--- src/pkg/linsf_regs.svh ---
// Purpose: register map, bit positions and reset values of the LIN flags
// Assumes: APB slave, 32-bit data, one aligned word per register
// Notes:   included by bare name; guarded against double inclusion
`ifndef LINSF_REGS_SVH
`define LINSF_REGS_SVH

// ****************************************************************
// Register addresses and widths
// ****************************************************************
`define LINSF_IE_ADDR   32'h4000_1820
`define LINSF_CLR_ADDR  32'h4000_1824
`define LINSF_STAT_ADDR 32'h4000_1828
`define LINSF_DATA_W    32
`define LINSF_FLAG_W    18
`define LINSF_FLAG_RST  18'h0_0000
`define LINSF_IE_RST    18'h0_0000

// ****************************************************************
// Flag bit positions, shared by status, clear and enable
// ****************************************************************
`define LINSF_B_RXBYTE   0
`define LINSF_B_TXBYTE   1
`define LINSF_B_BRKSYNC  2
`define LINSF_B_AUTOSYNC 3
`define LINSF_B_AUTOBAUD 4
`define LINSF_B_BUSIDLE  5
`define LINSF_B_WAKE     6
`define LINSF_B_PARITY   7
`define LINSF_B_BRKFLD   8
`define LINSF_B_BRKDEL   9
`define LINSF_B_SYNCFLD  10
`define LINSF_B_HGAP     11
`define LINSF_B_RXOVR    12
`define LINSF_B_RXFRM    13
`define LINSF_B_RXDAT    14
`define LINSF_B_TXOVR    15
`define LINSF_B_TXFRM    16
`define LINSF_B_TXDAT    17

`endif

--- src/pkg/linsf_pkg.sv ---
// Purpose: shared types and the byte-lane helper of the LIN flag block
// Assumes: constants come from linsf_regs.svh
// Notes:   no timescale, definitions only
`include "linsf_regs.svh"
package linsf_pkg;
  typedef logic [`LINSF_FLAG_W-1:0]   linsf_flags_t;
  typedef logic [`LINSF_DATA_W-1:0]   linsf_word_t;
  typedef logic [`LINSF_DATA_W/8-1:0] linsf_strb_t;

  // Expand APB byte strobes into a bit mask
  function automatic linsf_word_t linsf_lane_mask(input linsf_strb_t strb);
    linsf_word_t m;
    m = '0;
    for (int i = 0; i < `LINSF_DATA_W / 8; i++) begin
      m[i*8 +: 8] = {8{strb[i]}};
    end
    return m;
  endfunction
endpackage

--- src/linsf_addr_decode.sv ---
// Purpose: decode the APB address into the three register hits
// Assumes: full 32-bit byte addresses, word aligned
// Notes:   purely combinational
`timescale 1ns/1ps
`include "linsf_regs.svh"
module linsf_addr_decode
  import linsf_pkg::*;
(
  // Bus address
  input  wire logic [`LINSF_DATA_W-1:0] paddr,
  // Register hits
  output logic                          hitIe,
  output logic                          hitClr,
  output logic                          hitStat
);
  // Exact word match; low address bits must be zero too
  function automatic logic addrMatch(input linsf_word_t a,
                                     input linsf_word_t reg_a);
    return a == reg_a;
  endfunction

  assign hitIe   = addrMatch(paddr, `LINSF_IE_ADDR);
  assign hitClr  = addrMatch(paddr, `LINSF_CLR_ADDR);
  assign hitStat = addrMatch(paddr, `LINSF_STAT_ADDR);
endmodule

--- src/linsf_flag_bank.sv ---
// Purpose: sticky flag storage with set and write-one clear
// Assumes: set and clear requests are single-cycle, synchronous
// Notes:   set beats clear in the same cycle so no event is lost
`timescale 1ns/1ps
`include "linsf_regs.svh"
module linsf_flag_bank #(
  parameter int W = `LINSF_FLAG_W
) (
  // Clock and synchronised reset
  input  wire logic         sys_clk,
  input  wire logic         rstSyncN,
  // Set and clear requests
  input  wire logic [W-1:0] setVec,
  input  wire logic [W-1:0] clrVec,
  // Sticky flags
  output logic      [W-1:0] flagQ
);
  logic [W-1:0] flag_reg;
  logic [W-1:0] flag_next;

  if (W < 1 || W > `LINSF_DATA_W) begin : g_chk
    $error("flag width out of range");
  end

  // Clear only where asked, then let a new event win
  assign flag_next = (flag_reg & ~clrVec) | setVec;

  // Storage; the bus has no direct write path here
  always_ff @(posedge sys_clk or negedge rstSyncN) begin
    if (!rstSyncN) begin
      flag_reg <= W'(`LINSF_FLAG_RST);
    end else begin
      flag_reg <= flag_next;
    end
  end

  assign flagQ = flag_reg;
endmodule

--- src/linsf_top.sv ---
// Purpose: LIN status flag register with clear and enable registers
// Assumes: event inputs are one-cycle pulses synchronous to sys_clk
// Notes:   APB slave answers with exactly one wait-free access cycle
`timescale 1ns/1ps
`include "linsf_regs.svh"
module linsf_top
  import linsf_pkg::*;
#(
  parameter int FLAG_W = `LINSF_FLAG_W
) (
  // Clock and reset
  input  wire logic                       sys_clk,
  input  wire logic                       rst_n,
  // APB slave
  input  wire logic                       psel,
  input  wire logic                       penable,
  input  wire logic                       pwrite,
  input  wire logic [`LINSF_DATA_W-1:0]   paddr,
  input  wire logic [`LINSF_DATA_W-1:0]   pwdata,
  input  wire logic [`LINSF_DATA_W/8-1:0] pstrb,
  output logic                            pready,
  output logic      [`LINSF_DATA_W-1:0]   prdata,
  output logic                            pslverr,
  // Frame events from the LIN controller
  input  wire logic                       rxByteDone,
  input  wire logic                       txByteDone,
  input  wire logic                       brkSyncDone,
  input  wire logic                       autobaudActive,
  input  wire logic                       autobaudDone,
  input  wire logic                       busIdle,
  input  wire logic                       wakeUp,
  // Header errors
  input  wire logic                       protectedIdentifierErr,
  input  wire logic                       brkFieldErr,
  input  wire logic                       brkDelimErr,
  input  wire logic                       syncFieldErr,
  input  wire logic                       headerGapErr,
  // Data path errors
  input  wire logic                       rxOverrun,
  input  wire logic                       rxFrameErr,
  input  wire logic                       rxDataErr,
  input  wire logic                       txOverrun,
  input  wire logic                       txFrameErr,
  input  wire logic                       txDataErr,
  // Interrupt request
  output logic                            lin_interrupt_line
);

  // ****************************************************************
  // Elaboration check
  // ****************************************************************
  if (FLAG_W != `LINSF_FLAG_W) begin : g_chk
    $error("FLAG_W must match the flag layout");
  end

  // ****************************************************************
  // Reset release
  // ****************************************************************
  logic rstMeta_reg;
  logic rstSync_reg;
  logic rstSyncN;

  // Assert at once, release through two flops
  always_ff @(posedge sys_clk or negedge rst_n) begin
    if (!rst_n) begin
      rstMeta_reg <= 1'b0;
      rstSync_reg <= 1'b0;
    end else begin
      rstMeta_reg <= 1'b1;
      rstSync_reg <= rstMeta_reg;
    end
  end
  assign rstSyncN = rstSync_reg;

  // ****************************************************************
  // Address decode and bus phases
  // ****************************************************************
  logic         hitIe;
  logic         hitClr;
  logic         hitStat;
  logic         setupPh;
  logic         accessDone;
  logic         wrDone;
  logic         hitAny;
  linsf_word_t  laneMask;

  linsf_addr_decode u_dec (
    .paddr   (paddr),
    .hitIe   (hitIe),
    .hitClr  (hitClr),
    .hitStat (hitStat)
  );

  // A write only lands at the edge that completes the access
  assign setupPh    = psel & ~penable;
  assign accessDone = psel & penable & pready;
  assign wrDone     = accessDone & pwrite;
  assign hitAny     = hitIe | hitClr | hitStat;
  assign laneMask   = linsf_lane_mask(pstrb);

  // ****************************************************************
  // Event gathering
  // ****************************************************************
  linsf_flags_t setVec;
  linsf_flags_t clrVec;
  linsf_flags_t flagQ;

  // One set line per flag position
  assign setVec[`LINSF_B_RXBYTE]   = rxByteDone;
  assign setVec[`LINSF_B_TXBYTE]   = txByteDone;
  assign setVec[`LINSF_B_BRKSYNC]  = brkSyncDone;
  assign setVec[`LINSF_B_AUTOSYNC] = brkSyncDone & autobaudActive;
  assign setVec[`LINSF_B_AUTOBAUD] = autobaudDone;
  assign setVec[`LINSF_B_BUSIDLE]  = busIdle;
  assign setVec[`LINSF_B_WAKE]     = wakeUp;
  assign setVec[`LINSF_B_PARITY]   = protectedIdentifierErr;
  assign setVec[`LINSF_B_BRKFLD]   = brkFieldErr;
  assign setVec[`LINSF_B_BRKDEL]   = brkDelimErr;
  assign setVec[`LINSF_B_SYNCFLD]  = syncFieldErr;
  assign setVec[`LINSF_B_HGAP]     = headerGapErr;
  assign setVec[`LINSF_B_RXOVR]    = rxOverrun;
  assign setVec[`LINSF_B_RXFRM]    = rxFrameErr;
  assign setVec[`LINSF_B_RXDAT]    = rxDataErr;
  assign setVec[`LINSF_B_TXOVR]    = txOverrun;
  assign setVec[`LINSF_B_TXFRM]    = txFrameErr;
  assign setVec[`LINSF_B_TXDAT]    = txDataErr;

  // Write-one clear; byte lanes not strobed clear nothing
  assign clrVec = (wrDone & hitClr)
                ? FLAG_W'(pwdata & laneMask) : '0;

  // ****************************************************************
  // Status flags
  // ****************************************************************
  // Status writes are not routed here, so they cannot alter a flag
  linsf_flag_bank #(
    .W (FLAG_W)
  ) u_flags (
    .sys_clk  (sys_clk),
    .rstSyncN (rstSyncN),
    .setVec   (setVec),
    .clrVec   (clrVec),
    .flagQ    (flagQ)
  );

  // ****************************************************************
  // Interrupt enable register
  // ****************************************************************
  linsf_flags_t ie_reg;
  linsf_flags_t ie_next;
  linsf_flags_t ieMask;

  // Byte-lane merge of a write into the enable register
  assign ieMask  = FLAG_W'(laneMask);
  assign ie_next = (wrDone & hitIe)
                 ? (ie_reg & ~ieMask) | (FLAG_W'(pwdata) & ieMask)
                 : ie_reg;

  always_ff @(posedge sys_clk or negedge rstSyncN) begin
    if (!rstSyncN) begin
      ie_reg <= `LINSF_IE_RST;
    end else begin
      ie_reg <= ie_next;
    end
  end

  // ****************************************************************
  // Interrupt line
  // ****************************************************************
  logic irqCause;
  logic irq_reg;

  // Registered so the pin never glitches on decode
  assign irqCause = |(flagQ & ie_reg);

  always_ff @(posedge sys_clk or negedge rstSyncN) begin
    if (!rstSyncN) begin
      irq_reg <= 1'b0;
    end else begin
      irq_reg <= irqCause;
    end
  end
  assign lin_interrupt_line = irq_reg;

  // ****************************************************************
  // APB response
  // ****************************************************************
  logic        pready_reg;
  logic        pslverr_reg;
  linsf_word_t prdata_reg;
  linsf_word_t rd_next;

  // Clear register reads zero; unused upper bits read zero
  assign rd_next = (~pwrite & hitStat)
                 ? `LINSF_DATA_W'(flagQ)
                 : (~pwrite & hitIe) ? `LINSF_DATA_W'(ie_reg) : '0;

  // Answer is prepared in the setup cycle, shown in the access cycle
  always_ff @(posedge sys_clk or negedge rstSyncN) begin
    if (!rstSyncN) begin
      pready_reg  <= 1'b0;
      pslverr_reg <= 1'b0;
      prdata_reg  <= '0;
    end else begin
      pready_reg  <= setupPh;
      pslverr_reg <= setupPh & ~hitAny;
      if (setupPh) begin
        prdata_reg <= rd_next;
      end
    end
  end
  assign pready  = pready_reg;
  assign pslverr = pslverr_reg;
  assign prdata  = prdata_reg;

  logic [`LINSF_FLAG_W-1:0] clrOnly;
  assign clrOnly = clrVec & ~setVec;
endmodule

--- config.mk ---
export PLATFORM = sky130hd
export DESIGN_NAME = linsf_top
export DESIGN_NICKNAME = d
export VERILOG_FILES = /design/src/pkg/linsf_pkg.sv /design/src/linsf_addr_decode.sv /design/src/linsf_flag_bank.sv /design/src/linsf_top.sv
export VERILOG_INCLUDE_DIRS = /design/src /design/src/pkg
export SDC_FILE = /design/constraint.sdc
export NUM_CORES = 1
export LEC_CHECK = 0
export BUFFER_PORTS_ARGS = -buffer_cell sky130_fd_sc_hd__buf_2
export CORE_MARGIN = 3
export CORE_UTILIZATION = 43
export CTS_CLUSTER_DIAMETER = 200
export DETAILED_ROUTE_END_ITERATION = 12
export PLACE_DENSITY = 0.79
export SLEW_MARGIN = 20
export SYNTH_ARGS = -nofsm -noshare
export SYNTH_HDL_FRONTEND = slang
export SYNTH_SLANG_ARGS = --single-unit
--- constraint.sdc ---
create_clock -name sys_clk -period 2.1 [get_ports sys_clk]
set_clock_uncertainty 0.2 [all_clocks]
set_input_delay 0.42 -clock sys_clk [delete_from_list [all_inputs] [get_ports sys_clk]]
set_output_delay 0.42 -clock sys_clk [all_outputs]
set_load 0.02 [all_outputs]
Word-level counts from Yosys, hierarchy flattened
Index checks and enable logic that the tools add are counted.
{ "totals": {"ff_bits": 73, "in_bits": 91, "output_inout_bits": 35, "wordCells": 39} }
{ "op_classes": {"n_eq_ne": 3, "muxes": 3, "bitwise": 24, "reduce_logical": 1} }
{ "op_table": {"columns": ["operator", "n"], "rows": [
  ["32-bit by 31-bit equality test with 1-bit output (second input constant)", 3],
  ["18-bit bitwise AND", 5],
  ["18-bit two-way mux", 3],
  ["18-bit NOT", 2],
  ["18-bit OR", 2],
  ["18-bit OR reduction", 1],
  ["1-bit bitwise AND", 10],
  ["1-bit NOT", 3],
  ["1-bit OR", 2]
]} }

Depth between registers and ports, before layout
{ "logic_depth": {"word_depth": 8, "depth_mapped": 6, "ltp_nobuf": 4} }

By module
From an unflattened synthesis, not the netlist that was laid out.
{ "hier_totals": {"cells_unflattened": 230, "area_unflattened_um2": 2715.1} }
{ "by_module_without_submodules": {"columns": ["module", "n_inst", "cells_each", "area_each_um2", "seq_area_each_um2"], "rows": [
  ["linsf_top", 1, 159, 1949.4, 1026.0],
  ["linsf_flag_bank", 1, 54, 653.1, 450.4],
  ["linsf_addr_decode", 1, 17, 112.6, 0.0]
]} }

Worst setup path after synthesis
Ideal clock, no wire load.
{ "synth_path": {"kind": "input-to-reg", "start": "input port paddr[28]", "end": "register prdata_reg[10], in the netlist prdata[10]", "setup_time_ns": 0.074, "arrival_time_ns": 1.934, "required_time_ns": 1.826, "path_slack_ns": -0.109, "cell_stages": 6, "path_buffers": 2, "path_cell_list": "nor4b_2 > nand4_2 > or4b_1 > buf_2 > buf_6 > o21ai_2"} }
{ "synth_between": {"elab_chain_len": 4, "elab_cells_between_ends": 6, "cone_classes": "eq/ne (2); mux (2); bitwise (2)"} }
{ "synth_lines": {"columns": ["item", "line_no", "rtl"], "rows": [
  ["start: declaration", "linsf_top.sv:18", "input wire logic [`LINSF_DATA_W-1:0] paddr,"],
  ["32-bit by 31-bit equality test with 1-bit output", "linsf_addr_decode.sv:19", "return a == reg_a;"],
  ["1-bit bitwise AND", "linsf_top.sv:196", ": (~pwrite & hitIe) ? `LINSF_DATA_W'(ie_reg) : '0;"],
  ["18-bit two-way mux", "linsf_top.sv:196", null],
  ["18-bit two-way mux (*)", "linsf_top.sv:194", "assign rd_next = (~pwrite & hitStat)"],
  ["end signal: assignment", "linsf_top.sv:208", "prdata_reg <= rd_next;"],
  ["end: declaration", "linsf_top.sv:190", "linsf_word_t prdata_reg;"]
]} }
Every way passes the cells marked *; elsewhere a longest branch is shown, timed or not.
A chain may end at the register's enable or synchronous reset.

Worst setup path after layout
{ "layout_path": {"start": "input port paddr[17]", "end": "register prdata_reg[5], in the netlist prdata[5]"} }
Same word-level chain as after synthesis.

==> impl_metrics.py <==
metrics = {
    "synth": {
        "ys_types": 34,
        "synth_xor_area_share_pct": 0,
        "synth.area.mux_share_pct": 13.4,
        "synth_compound_area_share_pct": 12.5,
        "ys_seq_area_share_pct": 51.6,
        "synth_ff_type": "dfrtp_1",
        "synth_edf_count": 0,
        "yosysWarnings": 0,
        "synth_fa_ha_area_share_pct": 0,
        "syn_area_per_cell_um2": 11.4,
        "synthSimpleGateAreaFrac_pct": 15.7,
        "syn_inst": 251,
        "synth_seq_cells": 59,
        "synth_top_family_by_area": "simple AND/OR/NAND/NOR gates",
        "syn_area_mm2": 0.00286,
        "async_reset_ff_share_pct": 100,
    },
    "route": {
        "drtAntennaViolNets": 0,
        "met2_length_um": 3480,
        "wl_per_cell_um": 15.7,
        "dr.first_iter.drc_count": 131,
        "remaining_drc_errors": 0,
        "vias_per_cell": 5.26,
        "top_layer": "met4",
        "met3_wirelength_um": 666,
        "drt_wl_total_um": 6990,
        "via_count": 2340,
        "dr.pass1.iters": 4,
        "drt-met1-wl_um": 2770,
    },
    "outcome": {
        "status": "completed",
    },
    "global_route": {
        "grt_use_total_pct": 19.3,
        "grt_max_degree": 58,
        "antenna_found_initial": 0,
        "grt_pass1_vias": 2351,
        "grt-ovfl-total": 0,
        "grt_pass1_wl_um": 11100,
    },
    "pwr": {
        "p_switching_mw": 0.546,
        "combPwrFrac_pct": 9.3,
        "power.internal_mw": 1.72,
        "seqPwrFrac_pct": 50.4,
        "p_leak_nw": 1.86,
        "power.density_mw_per_mm2": 609,
        "vdd_ir_drop_max_v": 0.000490,
        "p_sw_share_pct": 24.1,
        "clkPwrFrac_pct": 40.3,
    },
    "critical_path": {
        "path_cells": "buf_2, nor4_4, nand4_4, or4b_1, buf_4, o21ai_0",
        "crit_family": "simple AND/OR/NAND/NOR gates",
        "worst-path-buf-inv": 2,
        "path_class": "input pin to flop",
        "cp_max_fo": 18,
        "cp-start-kind": "input pin",
        "rr_worst_depth": 6,
        "worst-r2r-setup-slack_ps": 270,
        "critPathSlowestCell": "or4b_1",
        "worstSetupEndpointType": "flop",
        "slowest_delay_ps": 510,
        "timing.rr.start": "pready",
        "worstPathRequired_ps": 2150,
        "crit_arrival_ps": 2020,
    },
    "cts": {
        "h-tree-depth": 3,
        "cts.sinks": 59,
        "cts_setup_buffers": 0,
        "cts_tree": "yes",
        "cts-resized-gates": 0,
        "clk_pin_slew_ps": 70,
        "insertion_delay_ps": 340,
        "clockRootBuffer": "clkbuf_8",
        "cts_buffer_depth": 2,
        "cts-buffers-inserted": 9,
    },
    "finish": {
        "syn_to_final_growth_pct": 29.9,
        "final_common_cell": "buf_2",
        "final-instance-count-excl-fill": 445,
        "layout_common_cells": "buf_2, dfrtp_1, nand2_1, mux2_2, mux2i_1",
        "n_fill_cell": 557,
        "drive_above_1_share_pct": 45.1,
        "diodes": 0,
        "nNetsFinal": 454,
    },
    "sta": {
        "min_period_over_period_pct": 93.8,
        "max_freq_mhz": 508,
        "hold_viol_final": 0,
        "rsz0062_at_grt": "no",
        "finalSetupViolations": 0,
        "drv_slew": 0,
        "min_period_ps": 1970,
        "hold-worst-slack_ps": 43.2,
    },
    "floorplanning": {
        "core_mm2": 0.00639,
        "die_y_um": 87.6,
        "initial_core_util_pct": 44.8,
        "die-area_mm2": 0.00767,
        "io_pins": 126,
        "die_x_um": 87.6,
        "rows": 29,
    },
    "flow_run": {
        "maxCapViolCount": 0,
    },
    "placement": {
        "hpwl_um": 5290,
        "gp_congestion": 0.838,
        "numPortBuffers": 96,
        "post-place-cells": 428,
    },
    "hold_path": {
        "holdCritPathClass": "flop to async pin",
    },
}
## worst register-to-register path, delay by kind of cell, from the launching register on
| kind | cells | cell delay [ps] |
|---|---|---|
| buffers and inverters | 2 | 410 |
| and+or+nand+nor | 3 | 410 |
| DFF | 1 | 340 |
| muxes | 1 | 350 |
## per-stage QoR
stage               cell area (um2)  power [mW]  setup WS, ps  TNS (ps)  util (%)
floorplan                      2980        1.28         -25.2      -433         -
global placement               3540        1.37          -193     -7160      55.4
detailed placement             3540        1.37          -245     -8260      55.4
finish                         3720        2.27           130         0      58.2
CTS                            3720        2.30           119         0      58.2
global route                   3720        2.38          3.04         0      58.2
## power groups by stage
stage	clock (mW)	sequential [mW]	combinational, mW
6_report	0.912	1.14	0.211
2_1_floorplan	0	1.18	0.103
3_5_place_dp	0	1.16	0.211
5_1_grt	1.00	1.14	0.234
4_1_cts	0.944	1.14	0.214
3_3_place_gp	0	1.16	0.207
## final cells by class
cell class / instances / area [um2] / area share (%)
Clock inverter: 2 / 10.0 / 0.269
Inverter: 9 / 33.8 / 0.908
Multi-Input combinational cell: 171 / 1300 / 35.0
Sequential cell: 59 / 1480 / 39.7
Timing Repair Buffer: 113 / 636 / 17.1
Clock buffer: 14 / 163 / 4.37
Tap cell: 77 / 96.3 / 2.59
## logic make-up after synthesis
family          after synthesis
simple gates                 73
other cells                   2
compound gates               47
mux                          36
buf+inv                      34
flops                        59
## per-layer routing
layer | vias up | global-route usage (%)
met1 | 1114 | 22.9
met3 | 7 | 5.74
li1 | 1109 | -
met5 | - | 0
met4 | 0 | 7.11
met2 | 110 | 33.2
## cells in the mapped netlist, drive strengths merged (2+ instances only)
master,n,share of area [%]
a221oi,3,0.92
a22o,3,0.92
a22oi,3,0.79
a31oi,7,1.5
buf,19,4.7
clkbuf,6,0.79
conb,2,0.26
dfrtp,59,52
inv,9,1.2
mux2,18,7.1
mux2i,18,6.3
nand2,29,3.8
nand2b,14,3.1
nand3,2,0.35
nand4,3,0.87
nor2,9,1.2
nor4,7,3.0
nor4b,4,2.1
o21ai,19,4.6
o41ai,10,3.1
## what timing repair did
| action | CTS | global route |
|---|---|---|
| hold buffers | 1 | 0 |
| endpoints found under the setup margin | 0 | 1 |
| hold endpoints to repair | 2 | 0 |
## how the worst max path moves through the flow
| stage | startpoint | slack (ps) | endpoint | depth (start not counted) |
|---|---|---|---|---|
| CTS | paddr[17] | 120 | prdata[0] | 6 |
| global placement | paddr[29] | -190 | prdata[1] | 6 |
| global route | paddr[28] | 3 | prdata[1] | 6 |
| finish | paddr[17] | 130 | prdata[5] | 6 |
| detailed placement | paddr[29] | -250 | prdata[5] | 6 |
| floorplan | paddr[1] | -30 | flop | 4 |
No activity file was read; power rests on OpenSTA's default activity.
